<file path="src/perp_pkg.sv">
// Purpose: Shared constants and types for the error report port.
// Assumes: One system clock; all signals but the header active low at the port.
// Notes: Header layout and fifo depth live here.
package perp_pkg;
  localparam int PERP_HDR_W = 48;
  localparam int PERP_LA_HI = 47;
  localparam int PERP_LA_LO = 41;
  localparam int PERP_BC_HI = 40;
  localparam int PERP_BC_LO = 29;
  localparam int PERP_TC_HI = 28;
  localparam int PERP_TC_LO = 26;
  localparam int PERP_AT_HI = 25;
  localparam int PERP_AT_LO = 24;
  localparam int PERP_RID_HI = 23;
  localparam int PERP_RID_LO = 8;
  localparam int PERP_TAG_HI = 7;
  localparam int PERP_TAG_LO = 0;
  localparam int PERP_FIFO_DEPTH = 4;
  localparam int PERP_PTR_W = 2;
  localparam int PERP_CNT_W = 3;
  localparam int PERP_STAT_W = 16;
  localparam logic [2:0] PERP_CPL_UR = 3'h1;
  localparam logic [2:0] PERP_CPL_CA = 3'h4;
  localparam logic [PERP_STAT_W-1:0] PERP_STAT_RST = 16'h0000;
  // Completion request record given to the completion generator
  typedef struct packed {
    logic locked;
    logic [2:0] status;
    logic [PERP_HDR_W-1:0] hdr;
  } perp_cpl_t;
  localparam int PERP_CPL_W = PERP_HDR_W + 4;
endpackage

</file>
<file path="src/perp_if.sv">
// Purpose: Carrier joining the user logic end and the device end.
// Assumes: All report signals active low, one clock.
// Notes: One modport per party.
`timescale 1ns/10ps
interface perp_if;
  import perp_pkg::*;
  logic err_hdr_fifo_ready_n;
  logic [PERP_HDR_W-1:0] err_completion_header;
  logic err_unsupported_req_n;
  logic err_completion_aborted_n;
  logic err_completion_timeout_n;
  logic err_unexpected_completion_n;
  logic err_end_to_end_crc_n;
  logic err_internal_corrected_n;
  logic err_internal_uncorrectable_n;
  logic err_locked_qualifier_n;
  logic err_malformed_n;
  logic err_multicast_blocked_n;
  logic err_no_recovery_n;
  logic err_poisoned_packet_n;
  logic err_posted_qualifier_n;
  modport device (
    output err_hdr_fifo_ready_n,
    input err_completion_header, err_unsupported_req_n, err_completion_aborted_n,
    input err_completion_timeout_n, err_unexpected_completion_n, err_end_to_end_crc_n,
    input err_internal_corrected_n, err_internal_uncorrectable_n, err_locked_qualifier_n,
    input err_malformed_n, err_multicast_blocked_n, err_no_recovery_n,
    input err_poisoned_packet_n, err_posted_qualifier_n
  );
  modport user (
    input err_hdr_fifo_ready_n,
    output err_completion_header, err_unsupported_req_n, err_completion_aborted_n,
    output err_completion_timeout_n, err_unexpected_completion_n, err_end_to_end_crc_n,
    output err_internal_corrected_n, err_internal_uncorrectable_n, err_locked_qualifier_n,
    output err_malformed_n, err_multicast_blocked_n, err_no_recovery_n,
    output err_poisoned_packet_n, err_posted_qualifier_n
  );
endinterface

</file>
<file path="src/perp_hdr_fifo.sv">
// Purpose: Small header fifo holding pending error completions.
// Assumes: Single clock, writer checks ready before pushing.
// Notes: Depth fixed by the package.
`timescale 1ns/10ps
module perp_hdr_fifo
  import perp_pkg::*;
(
  input wire logic clk_sys_i,
  input wire logic rst_b_i,
  input wire logic push_i,
  input wire logic [PERP_CPL_W-1:0] push_data_i,
  output logic can_push_o,
  output logic pop_valid_o,
  input wire logic pop_ready_i,
  output logic [PERP_CPL_W-1:0] pop_data_o
);
  logic [PERP_CPL_W-1:0] mem [PERP_FIFO_DEPTH];
  logic [PERP_PTR_W-1:0] wr_ptr;
  logic [PERP_PTR_W-1:0] rd_ptr;
  logic [PERP_CNT_W-1:0] count;
  wire do_push = push_i && can_push_o;
  wire do_pop = pop_valid_o && pop_ready_i;

  // Occupancy flags
  assign can_push_o = count != PERP_CNT_W'(PERP_FIFO_DEPTH);
  assign pop_valid_o = count != '0;
  assign pop_data_o = mem[rd_ptr];

  // Storage array
  always_ff @(posedge clk_sys_i) begin
    if (do_push) begin
      mem[wr_ptr] <= push_data_i;
    end
  end

  // Pointers and count
  always_ff @(posedge clk_sys_i) begin
    if (!rst_b_i) begin
      wr_ptr <= '0;
      rd_ptr <= '0;
      count <= '0;
    end else begin
      wr_ptr <= wr_ptr + PERP_PTR_W'(do_push);
      rd_ptr <= rd_ptr + PERP_PTR_W'(do_pop);
      count <= count + PERP_CNT_W'(do_push) - PERP_CNT_W'(do_pop);
    end
  end
endmodule

</file>
<file path="src/perp_device_end.sv">
// Purpose: Device end of the error report port; latches reports, queues completions.
// Assumes: Reports are one-cycle active-low pulses on clk_sys_i.
// Notes: Counters are sticky summaries; completion drained by cpl_ready_i.
`timescale 1ns/10ps

// What this block does
// - Ready low while header fifo has room
// - Ignore UR and abort while not ready
// - User pulses completion timeout report
// - User pulses unexpected completion report
// - User pulses end-to-end CRC error
// - User pulses corrected internal error
// - User pulses uncorrectable internal error
// - Locked qualifier turns Cpl into CplLk
// - User pulses multicast blocked report
// - No-recovery marks poison or timeout fatal
// - Poison report used only with bypass attribute
// - Posted qualifier suppresses any completion
// - Header packs address, count, class, attr, ID, tag
// - Header fields come from offending packet
// - Queued header drives the error completion
// - User pulses unsupported request report
// - User pulses completion aborted report
module perp_device_end
  import perp_pkg::*;
(
  input wire logic clk_sys_i,
  input wire logic rst_b_i,
  perp_if.device port,
  input wire logic poison_response_bypass_attr_i,
  output logic cpl_valid_o,
  input wire logic cpl_ready_i,
  output logic cpl_locked_o,
  output logic [2:0] cpl_status_o,
  output logic [PERP_HDR_W-1:0] cpl_header_o,
  output logic [PERP_STAT_W-1:0] unsupported_count_o,
  output logic [PERP_STAT_W-1:0] aborted_count_o,
  output logic [PERP_STAT_W-1:0] timeout_count_o,
  output logic [PERP_STAT_W-1:0] poisoned_count_o,
  output logic fatal_seen_o,
  output logic correctable_seen_o,
  output logic uncorrectable_seen_o
);
  logic fifo_can_push;
  logic [PERP_CPL_W-1:0] fifo_out;
  perp_cpl_t push_rec;
  perp_cpl_t pop_rec;

  function automatic logic [PERP_STAT_W-1:0] sat_inc(input logic [PERP_STAT_W-1:0] v,
                                                  input logic hit);
    sat_inc = (hit && v != '1) ? v + PERP_STAT_W'(1) : v;
  endfunction

  // Decoded report strobes, active high
  wire posted = !port.err_posted_qualifier_n;
  wire no_recovery = !port.err_no_recovery_n;
  wire ur_taken = !port.err_unsupported_req_n && fifo_can_push;
  wire ca_taken = !port.err_completion_aborted_n && fifo_can_push;
  wire poison_hit = !port.err_poisoned_packet_n && poison_response_bypass_attr_i;
  wire timeout_hit = !port.err_completion_timeout_n;
  wire fatal_hit = no_recovery && (poison_hit || timeout_hit);
  wire need_cpl = (ur_taken || ca_taken) && !posted;
  wire correctable_hit = !port.err_internal_corrected_n || !port.err_end_to_end_crc_n
                         || (!port.err_unexpected_completion_n && posted);
  wire uncorrectable_hit = !port.err_internal_uncorrectable_n || !port.err_malformed_n
                           || !port.err_multicast_blocked_n
                           || (!port.err_unexpected_completion_n && !posted);

  // Completion record from captured header
  always_comb begin
    push_rec.locked = !port.err_locked_qualifier_n;
    push_rec.status = ur_taken ? PERP_CPL_UR : PERP_CPL_CA;
    push_rec.hdr = port.err_completion_header;
  end

  // Ready flag toward user logic
  assign port.err_hdr_fifo_ready_n = !fifo_can_push;

  perp_hdr_fifo i_perp_hdr_fifo (
    .clk_sys_i(clk_sys_i),
    .rst_b_i(rst_b_i),
    .push_i(need_cpl),
    .push_data_i(push_rec),
    .can_push_o(fifo_can_push),
    .pop_valid_o(cpl_valid_o),
    .pop_ready_i(cpl_ready_i),
    .pop_data_o(fifo_out)
  );

  // Completion generator view of the head entry
  assign pop_rec = perp_cpl_t'(fifo_out);
  assign cpl_locked_o = pop_rec.locked;
  assign cpl_status_o = pop_rec.status;
  assign cpl_header_o = pop_rec.hdr;

  // Event counters and sticky summaries
  always_ff @(posedge clk_sys_i) begin
    if (!rst_b_i) begin
      unsupported_count_o <= PERP_STAT_RST;
      aborted_count_o <= PERP_STAT_RST;
      timeout_count_o <= PERP_STAT_RST;
      poisoned_count_o <= PERP_STAT_RST;
      fatal_seen_o <= 1'b0;
      correctable_seen_o <= 1'b0;
      uncorrectable_seen_o <= 1'b0;
    end else begin
      unsupported_count_o <= sat_inc(unsupported_count_o, ur_taken);
      aborted_count_o <= sat_inc(aborted_count_o, ca_taken);
      timeout_count_o <= sat_inc(timeout_count_o, timeout_hit);
      poisoned_count_o <= sat_inc(poisoned_count_o, poison_hit);
      fatal_seen_o <= fatal_seen_o || fatal_hit;
      correctable_seen_o <= correctable_seen_o || correctable_hit;
      uncorrectable_seen_o <= uncorrectable_seen_o || uncorrectable_hit;
    end
  end
endmodule

</file>
<file path="src/flat_wrapper.sv">
// flat-port wrapper written by rule: the top's interface ports become plain ports
module perp_device_end_flat import perp_pkg::*;
  (clk_sys_i, rst_b_i, poison_response_bypass_attr_i, cpl_valid_o, cpl_ready_i, cpl_locked_o, cpl_status_o, cpl_header_o, unsupported_count_o, aborted_count_o, timeout_count_o, poisoned_count_o, fatal_seen_o, correctable_seen_o, uncorrectable_seen_o, port_err_hdr_fifo_ready_n, port_err_completion_header, port_err_unsupported_req_n, port_err_completion_aborted_n, port_err_completion_timeout_n, port_err_unexpected_completion_n, port_err_end_to_end_crc_n, port_err_internal_corrected_n, port_err_internal_uncorrectable_n, port_err_locked_qualifier_n, port_err_malformed_n, port_err_multicast_blocked_n, port_err_no_recovery_n, port_err_poisoned_packet_n, port_err_posted_qualifier_n);
  perp_if port_i ();
  input wire logic clk_sys_i;
  input wire logic rst_b_i;
  input wire logic poison_response_bypass_attr_i;
  output logic cpl_valid_o;
  input wire logic cpl_ready_i;
  output logic cpl_locked_o;
  output logic [2:0] cpl_status_o;
  output logic [PERP_HDR_W-1:0] cpl_header_o;
  output logic [PERP_STAT_W-1:0] unsupported_count_o;
  output logic [PERP_STAT_W-1:0] aborted_count_o;
  output logic [PERP_STAT_W-1:0] timeout_count_o;
  output logic [PERP_STAT_W-1:0] poisoned_count_o;
  output logic fatal_seen_o;
  output logic correctable_seen_o;
  output logic uncorrectable_seen_o;
  output wire logic [$bits(port_i.err_hdr_fifo_ready_n)-1:0] port_err_hdr_fifo_ready_n;
  input wire logic [$bits(port_i.err_completion_header)-1:0] port_err_completion_header;
  input wire logic [$bits(port_i.err_unsupported_req_n)-1:0] port_err_unsupported_req_n;
  input wire logic [$bits(port_i.err_completion_aborted_n)-1:0] port_err_completion_aborted_n;
  input wire logic [$bits(port_i.err_completion_timeout_n)-1:0] port_err_completion_timeout_n;
  input wire logic [$bits(port_i.err_unexpected_completion_n)-1:0] port_err_unexpected_completion_n;
  input wire logic [$bits(port_i.err_end_to_end_crc_n)-1:0] port_err_end_to_end_crc_n;
  input wire logic [$bits(port_i.err_internal_corrected_n)-1:0] port_err_internal_corrected_n;
  input wire logic [$bits(port_i.err_internal_uncorrectable_n)-1:0] port_err_internal_uncorrectable_n;
  input wire logic [$bits(port_i.err_locked_qualifier_n)-1:0] port_err_locked_qualifier_n;
  input wire logic [$bits(port_i.err_malformed_n)-1:0] port_err_malformed_n;
  input wire logic [$bits(port_i.err_multicast_blocked_n)-1:0] port_err_multicast_blocked_n;
  input wire logic [$bits(port_i.err_no_recovery_n)-1:0] port_err_no_recovery_n;
  input wire logic [$bits(port_i.err_poisoned_packet_n)-1:0] port_err_poisoned_packet_n;
  input wire logic [$bits(port_i.err_posted_qualifier_n)-1:0] port_err_posted_qualifier_n;
  assign port_err_hdr_fifo_ready_n = port_i.err_hdr_fifo_ready_n;
  assign port_i.err_completion_header = port_err_completion_header;
  assign port_i.err_unsupported_req_n = port_err_unsupported_req_n;
  assign port_i.err_completion_aborted_n = port_err_completion_aborted_n;
  assign port_i.err_completion_timeout_n = port_err_completion_timeout_n;
  assign port_i.err_unexpected_completion_n = port_err_unexpected_completion_n;
  assign port_i.err_end_to_end_crc_n = port_err_end_to_end_crc_n;
  assign port_i.err_internal_corrected_n = port_err_internal_corrected_n;
  assign port_i.err_internal_uncorrectable_n = port_err_internal_uncorrectable_n;
  assign port_i.err_locked_qualifier_n = port_err_locked_qualifier_n;
  assign port_i.err_malformed_n = port_err_malformed_n;
  assign port_i.err_multicast_blocked_n = port_err_multicast_blocked_n;
  assign port_i.err_no_recovery_n = port_err_no_recovery_n;
  assign port_i.err_poisoned_packet_n = port_err_poisoned_packet_n;
  assign port_i.err_posted_qualifier_n = port_err_posted_qualifier_n;
  perp_device_end u_core (.clk_sys_i(clk_sys_i), .rst_b_i(rst_b_i), .port(port_i), .poison_response_bypass_attr_i(poison_response_bypass_attr_i), .cpl_valid_o(cpl_valid_o), .cpl_ready_i(cpl_ready_i), .cpl_locked_o(cpl_locked_o), .cpl_status_o(cpl_status_o), .cpl_header_o(cpl_header_o), .unsupported_count_o(unsupported_count_o), .aborted_count_o(aborted_count_o), .timeout_count_o(timeout_count_o), .poisoned_count_o(poisoned_count_o), .fatal_seen_o(fatal_seen_o), .correctable_seen_o(correctable_seen_o), .uncorrectable_seen_o(uncorrectable_seen_o));
endmodule
</file>
<file path="config.mk">
export PLATFORM = sky130hd
export DESIGN_NAME = perp_device_end_flat
export DESIGN_NICKNAME = d
export VERILOG_FILES = /design/src/perp_pkg.sv /design/src/perp_if.sv /design/src/perp_hdr_fifo.sv /design/src/perp_device_end.sv /design/src/flat_wrapper.sv
export SDC_FILE = /design/constraint.sdc
export NUM_CORES = 1
export LEC_CHECK = 0
export ABC_AREA = 1
export BUFFER_PORTS_ARGS = -buffer_cell sky130_fd_sc_hd__buf_2
export CORE_MARGIN = 2
export CORE_UTILIZATION = 40
export DETAILED_ROUTE_END_ITERATION = 8
export GPL_ROUTABILITY_DRIVEN = 1
export PLACE_DENSITY = 0.63
export SLEW_MARGIN = 20
export SYNTH_ARGS = -nofsm -noshare
export SYNTH_HDL_FRONTEND = slang
export SYNTH_HIERARCHICAL = 1
export SYNTH_SLANG_ARGS = --single-unit
</file>
<file path="constraint.sdc">
create_clock -name clk_sys_i -period 13.44 [get_ports clk_sys_i]
set_clock_uncertainty 0.05 [all_clocks]
set_input_delay 1.344 -clock clk_sys_i [delete_from_list [all_inputs] [get_ports clk_sys_i]]
set_output_delay 1.344 -clock clk_sys_i [all_outputs]
set_load 0.01 [all_outputs]
</file>
==> impl_results.md, run 1 <==
* Reg2reg end: u_core/i_perp_hdr_fifo/mem[3][2]
* Count leader, synth: nor2_1
* Top cells by area, synth: edfxtp_1, dfxtp_1, nor2_1
* Hold crit path type: reg2reg
* Drt pass-1 iters at 7
* Detail Route Antenna Nets at 0
* Min Tclk post-route at 3.81 ns
* Layout cell share with drive strength beyond 1 at 21.7%
* Pin slew with the least headroom to its limit at 1.02 ns
* P_leak at 5.62 nW
* Status: finished clean
* Max cap viols at 0
* Initial drt markers at 498
* Synth top cells by count: nor2_1, edfxtp_1, nand2_1, o21ai_0, dfxtp_1
* Setup_tns at 0 ns
* Worst setup path startpoint: u_core/i_perp_hdr_fifo/rd_ptr[0]
* Hold slack final at 0.419 ns
* Slew Limit Fails at 0
* Seq/Total Area, Yosys at 63.9%
* GRT Overall Usage at 16.7%
* R2r setup slk at 10.50 ns
* Post-CTS Setup Inserts at 0
* Post-Synthesis Cells at 1179
* Die Height at 178 µm
* Via count at 8780
* CP Class: reg2out
* Vias in the first global route at 8318
* Core Region at 29700 µm²
* Worst-Skew Late Latency at 0.56 ns
* Clock Sinks at 282
* Vias per inst at 4.94
* Clk slew on worst S/H paths at 0.06 ns
* Worst vdd ir at 0.0926 mV
* First-pass GRT wire length at 42400 µm
* Antenna violations before repair at 0
* CP max stage delay at 0.72 ns
* Yosys warns at 6
* DRC errors left at 0
* Wire length per cell at 15.0 µm
* Final Wtd Congestion at 0.877
* CP arrival at 2.42 ns
* Post-synth top area cell: edfxtp_1
* Initial Util at 40.7%
* Placed Area at 13200 µm²
* # hold bufs at CTS at 0
* PwrDens at 169 nW/µm²
* Mapped Area at 12100 µm²
* Main flop type after synthesis: edfxtp_1
* Post-Layout Cell Count at 1776
* Async SR Flop Fraction at 0%
* PortBufs at 185
* Overflow after GRT at 0
* Final instance area at 14400 µm²
* FP Rows at 63
* Max Freq at 0.262 GHz
* Die Footprint at 31600 µm²
* Worst Path Max Fanout at 104
* CP Capture Type: output port
* Top-level I/O count at 186
* Post_cts resized at 0
* Post-Route WL at 26600 µm
* CP max stage cell: buf_4
* Endpoints failing setup at 0
* Placed cells at 1717
* Synthesized flop and latch total at 282
* Yosys cell types at 40
* Horiz. Die Dim at 178 µm
* Slew headroom at 32.2%
* R2R cell count at 7
* Avg Cell Area, Syn at 10.3 µm²
* RSZ-0062 raised after global routing: no
* Fill cells at 2759
* Share of Yosys cell area claimed by the top area cell type at 51.6%
* Largest net degree at the start of global routing at 106
* Clock Path Buffers at 3
* Critical Path RT at 12.05 ns
* Kind of start point of the critical path: register
* Fin. Hold Viols at 0
* Fin crit share at 28.4%
* Post-DP HPWL at 16200 µm
* TritonCTS clock tree: done
* Root Buffer: clkbuf_16
* End point of the critical path: cpl_header_o[9]
* Area grow syn2layout at 18.7%
* CTS buffer count at 31
* Number of synthesized flops with an enable pin at 208
* Nets at 1432
* H-tree Lvls at 1
* Crit-path cells: buf_4 -> o21ai_0 -> o22ai_2 -> buf_2
* Reg2Reg Launch Point: u_core/i_perp_hdr_fifo/count[1]
==> worst min-delay path by stage <==
stage	start	endpoint	slack (ns)	cells past startpoint
after floorplan	u_core/i_perp_hdr_fifo/wr_ptr[1]	u_core/i_perp_hdr_fifo/wr_ptr[1]	0.44	2
after global placement	u_core/uncorrectable_seen_o	u_core/uncorrectable_seen_o	0.40	2
after detailed placement	u_core/uncorrectable_seen_o	u_core/uncorrectable_seen_o	0.40	2
after CTS	u_core/uncorrectable_seen_o	u_core/uncorrectable_seen_o	0.42	2
after global routing	u_core/uncorrectable_seen_o	u_core/uncorrectable_seen_o	0.46	2
final	u_core/uncorrectable_seen_o	u_core/uncorrectable_seen_o	0.42	2
==> cells by family (layout without fill, tap and decap cells) <==
family | Yosys count | after routing | synth area share (%)
xor gates and xnor gates | 4 | 4 | 0.290
AOI/OAI and AO/OA | 210 | 210 | 9.77
buffers and inverters | 123 | 326 | 5.31
DFF | 282 | 282 | 63.9
and+or+nand+nor | 552 | 552 | 19.9
other | 1 | 5 | 0.0310
adders and majority gates | 7 | 7 | 0.786
==> sequential cells by signal, indices dropped and copies added, names as in the netlist, 2 cells and up <==
register / count
u_core/i_perp_hdr_fifo/mem: 208
u_core/unsupported_count_o: 16
u_core/i_perp_hdr_fifo/wr_ptr: 2
u_core/i_perp_hdr_fifo/rd_ptr: 2
u_core/timeout_count_o: 16
u_core/i_perp_hdr_fifo/count: 3
u_core/aborted_count_o: 16
u_core/poisoned_count_o: 16
==> power by group <==
group / internal, mW / switching (mW)
combinational: 0.155 / 0.324
clock: 0.563 / 0.337
sequential: 1.02 / 0.0248
total: 1.74 / 0.686
==> metal layers <==
| layer | GRT usage, % | wire length [µm] | up-vias |
|---|---|---|---|
| met2 | 28.6 | 12600 | 220 |
| met1 | 20.9 | 11500 | 4105 |
| met5 | 0 | 0 | - |
| li1 | - | - | 4417 |
| met3 | 4.69 | 2020 | 38 |
| met4 | 4.20 | 539 | 0 |
==> placed cells by master, fill, tap and decap left out, types with 7 or more instances in the layout <==
cell,n
nor2_1,255
edfxtp_1,208
buf_2,185
nand2_1,166
o21ai_0,108
dfxtp_1,73
inv_1,70
nand3_1,63
o22ai_1,42
a21oi_1,41
clkbuf_16,31
nor2_2,17
nor3_1,12
nand4_1,10
o22ai_2,10
nor2_4,8
clkinv_2,7
bufinv_16,7
o21ai_1,7
buf_4,7
==> critical path: cells and delay by family (launching register included) <==
family,cells,cell delay [ns]
buf+inv,2,0.89
compound gates,2,0.49
flops,1,0.37
==> per-stage QoR <==
step | power [mW] | utilization (%) | setup WS [ns]
2_1_floorplan | 1.39 | - | 7.52
3_3_place_gp | 1.54 | 44.6 | 9.32
3_5_place_dp | 1.55 | 44.6 | 9.31
4_1_cts | 2.46 | 48.3 | 9.59
5_1_grt | 2.55 | 48.3 | 9.42
6_report | 2.42 | 48.3 | 9.63
==> layout make-up <==
| type | instances | area [µm²] | area share (%) |
|---|---|---|---|
| Sequential cell | 282 | 7730 | 53.8 |
| Multi-Input combinational cell | 777 | 3760 | 26.2 |
| Timing Repair Buffer | 192 | 978 | 6.81 |
| Clock buffer | 37 | 808 | 5.63 |
| Tap cell | 390 | 488 | 3.40 |
| Clock inverter | 21 | 295 | 2.06 |
| Inverter | 76 | 290 | 2.02 |
| Antenna cell | 1 | 2.50 | 0.0174 |
No activity file was read; power rests on OpenSTA's default activity.
==> run 2: changes to the inputs <==
PLACE_DENSITY = 0.65   (was 0.63)
clock period = 3.3 ns   (was 13.44 ns; I/O delays follow)
==> run 2 against run 1 <==
Compared with the run above: power increased to 4.0 times the previous value; count of clock-buffer cells in the layout decreased by 4; utilization increased by 1.8 points; cell area increased by 3.7%; via count increased by 2.7%; sequential power increased to 4.1 times the previous value; clock power increased to 3.8 times the previous value; final cell count increased by 2.9%; sequential share of layout area decreased by 1.9 points; critical path type unchanged.
==> impl_results.md, run 2 (synthesized netlist as in run 1, its figures left out) <==
* Max Freq at 0.350 GHz
* Vias per inst at 4.94 (about the same)
* Reg2reg end: u_core/i_perp_hdr_fifo/count[1] (was u_core/i_perp_hdr_fifo/mem[3][2])
* Clk slew on worst S/H paths at 0.06 ns (about the same)
* Overflow after GRT at 0 (unchanged)
* HP Start: port_err_multicast_blocked_n (was u_core/uncorrectable_seen_o)
* FP Rows at 63 (unchanged)
* Slew Limit Fails at 0 (unchanged)
* Total Power at 9.77 mW (was 2.42 mW)
* R2R cell count at 11 (was 7)
* Hold crit path type: in2reg (was reg2reg)
* Worst setup path startpoint: u_core/i_perp_hdr_fifo/rd_ptr[0] (unchanged)
* Core Region at 29700 µm² (unchanged)
* Max cap viols at 0 (unchanged)
* H-tree Lvls at 1 (unchanged)
* Die Height at 178 µm (unchanged)
* Fin crit share at 86.6%
* Commonest non-fill, non-tap cell in the layout: nor2_1 (unchanged)
* Critical Path RT at 2.92 ns (was 12.05 ns)
* Via count at 9017 (was 8780)
* Setup_tns at 0 ns (unchanged)
* Largest net degree at the start of global routing at 106 (unchanged)
* GRT Overall Usage at 16.8% (was 16.7%)
* CP Capture Type: output port (unchanged)
* Post_cts resized at 0 (unchanged)
* Clock Path Buffers at 3 (unchanged)
* Worst-Skew Late Latency at 0.54 ns (was 0.56 ns)
* CP arrival at 2.48 ns (was 2.42 ns)
* Final core occ at 50.1% (was 48.3%)
* Antenna violations before repair at 1 (was 0)
* Kind of start point of the critical path: register (unchanged)
* Wire length per cell at 14.9 µm (was 15.0 µm)
* Max reg flops at 208 (unchanged)
* Root Buffer: clkbuf_16 (unchanged)
* PortBufs at 185 (unchanged)
* End point of the critical path: cpl_locked_o (was cpl_header_o[9])
* Worst vdd ir at 0.405 mV (was 0.0926 mV)
* Post-Route WL at 27200 µm (was 26600 µm)
* Vias in the first global route at 8483 (was 8318)
* Placed cells at 1720 (was 1717)
* Layout cell share with drive strength beyond 1 at 21.2% (was 21.7%)
* CTS buffer count at 30 (was 31)
* P_leak at 5.81 nW (was 5.62 nW)
* Min Tclk post-route at 2.86 ns
* Most frequent cells in the layout: nor2_1, edfxtp_1, buf_2 (unchanged)
* Area grow syn2layout at 23.1% (was 18.7%)
* Fin. Hold Viols at 0 (unchanged)
* Pin slew with the least headroom to its limit at 0.839 ns (was 1.02 ns)
* Post-Layout Cell Count at 1827 (was 1776)
* Nets at 1484 (was 1432)
* CP Class: reg2out (unchanged)
* Horiz. Die Dim at 178 µm (unchanged)
* First-pass GRT wire length at 42800 µm (was 42400 µm)
* Detail Route Antenna Nets at 0 (unchanged)
* Initial drt markers at 602 (was 498)
* DRC errors left at 0 (unchanged)
* Die Footprint at 31600 µm² (unchanged)
* Endpoints failing setup at 0 (unchanged)
* Fill cells at 2650 (was 2759)
* Status: finished clean (unchanged)
* Post-DP HPWL at 16600 µm (was 16200 µm)
* Most flops, register: u_core/i_perp_hdr_fifo/mem (unchanged)
* Drt pass-1 iters at 5 (was 7)
* Top-level I/O count at 186 (unchanged)
* Clock Sinks at 282 (unchanged)
* Slew headroom at 44.0% (was 32.2%)
* TritonCTS clock tree: done (unchanged)
* Worst Path Max Fanout at 56 (was 104)
* R2r setup slk at 0.79 ns (was 10.50 ns)
* RSZ-0062 raised after global routing: no (unchanged)
* Reg2Reg Launch Point: u_core/i_perp_hdr_fifo/count[1] (unchanged)
* Post-CTS Setup Inserts at 0 (unchanged)
* Initial Util at 40.7% (unchanged)
* PwrDens at 656 nW/µm² (was 169 nW/µm²)
* Final Wtd Congestion at 0.909 (was 0.877)
[run 2: timing repair]
item / CTS / global route
hold buffers: 50 / 0
setup endpoints to repair: 0 / 0
endpoints found under the hold margin: 194 / 0
[run 2: final cells by class]
class	count	area (µm²)	share of cell area, %
Antenna cell	1	2.50	0.0168
Inverter	76	290	1.95
Timing Repair Buffer	245	1560	10.5
Clock inverter	23	249	1.67
Sequential cell	282	7730	51.9
Multi-Input combinational cell	777	3780	25.4
Tap cell	390	488	3.28
Clock buffer	33	783	5.26
[run 2: through the flow]
stage                     hold slack [ns]  worst slack (ns)  cell area [µm²]
after detailed placement            0.394             0.760            13400
after global routing               0.0221             0.299            14900
after CTS                       0.0000409             0.439            14900
final                              0.0236             0.442            14900
after global placement              0.394             0.883            13400
after floorplan                     0.373            -0.229            12100
[run 2: critical path: stages, from the launching register on]
cell and delay (ns):
dfxtp_4 0.71, buf_4 0.56, o21ai_0 0.18, o22ai_1 0.28, buf_2 0.19
[run 2: routing by layer]
layer	vias to the layer above	global-route usage, %	wire [µm]
met1	4183	21.7	11900
met5	-	0	0
met3	36	4.41	2110
met4	0	3.72	405
met2	269	28.5	12800
li1	4529	-	-
[run 2: worst min-delay path by stage]
stage	end	slack [ns]	cells after the start
2_1_floorplan	u_core/i_perp_hdr_fifo/count[1]	0.37	2
3_3_place_gp	u_core/uncorrectable_seen_o	0.39	2
3_5_place_dp	u_core/uncorrectable_seen_o	0.39	2
4_1_cts	u_core/uncorrectable_seen_o	0.00004	4
5_1_grt	u_core/uncorrectable_seen_o	0.02	4
6_report	u_core/uncorrectable_seen_o	0.02	4
[run 2: where the power goes]
part	total (mW)	internal [mW]	switching (mW)
sequential	4.32	4.15	0.168
clock	3.45	2.10	1.35
combinational	2.00	0.699	1.30
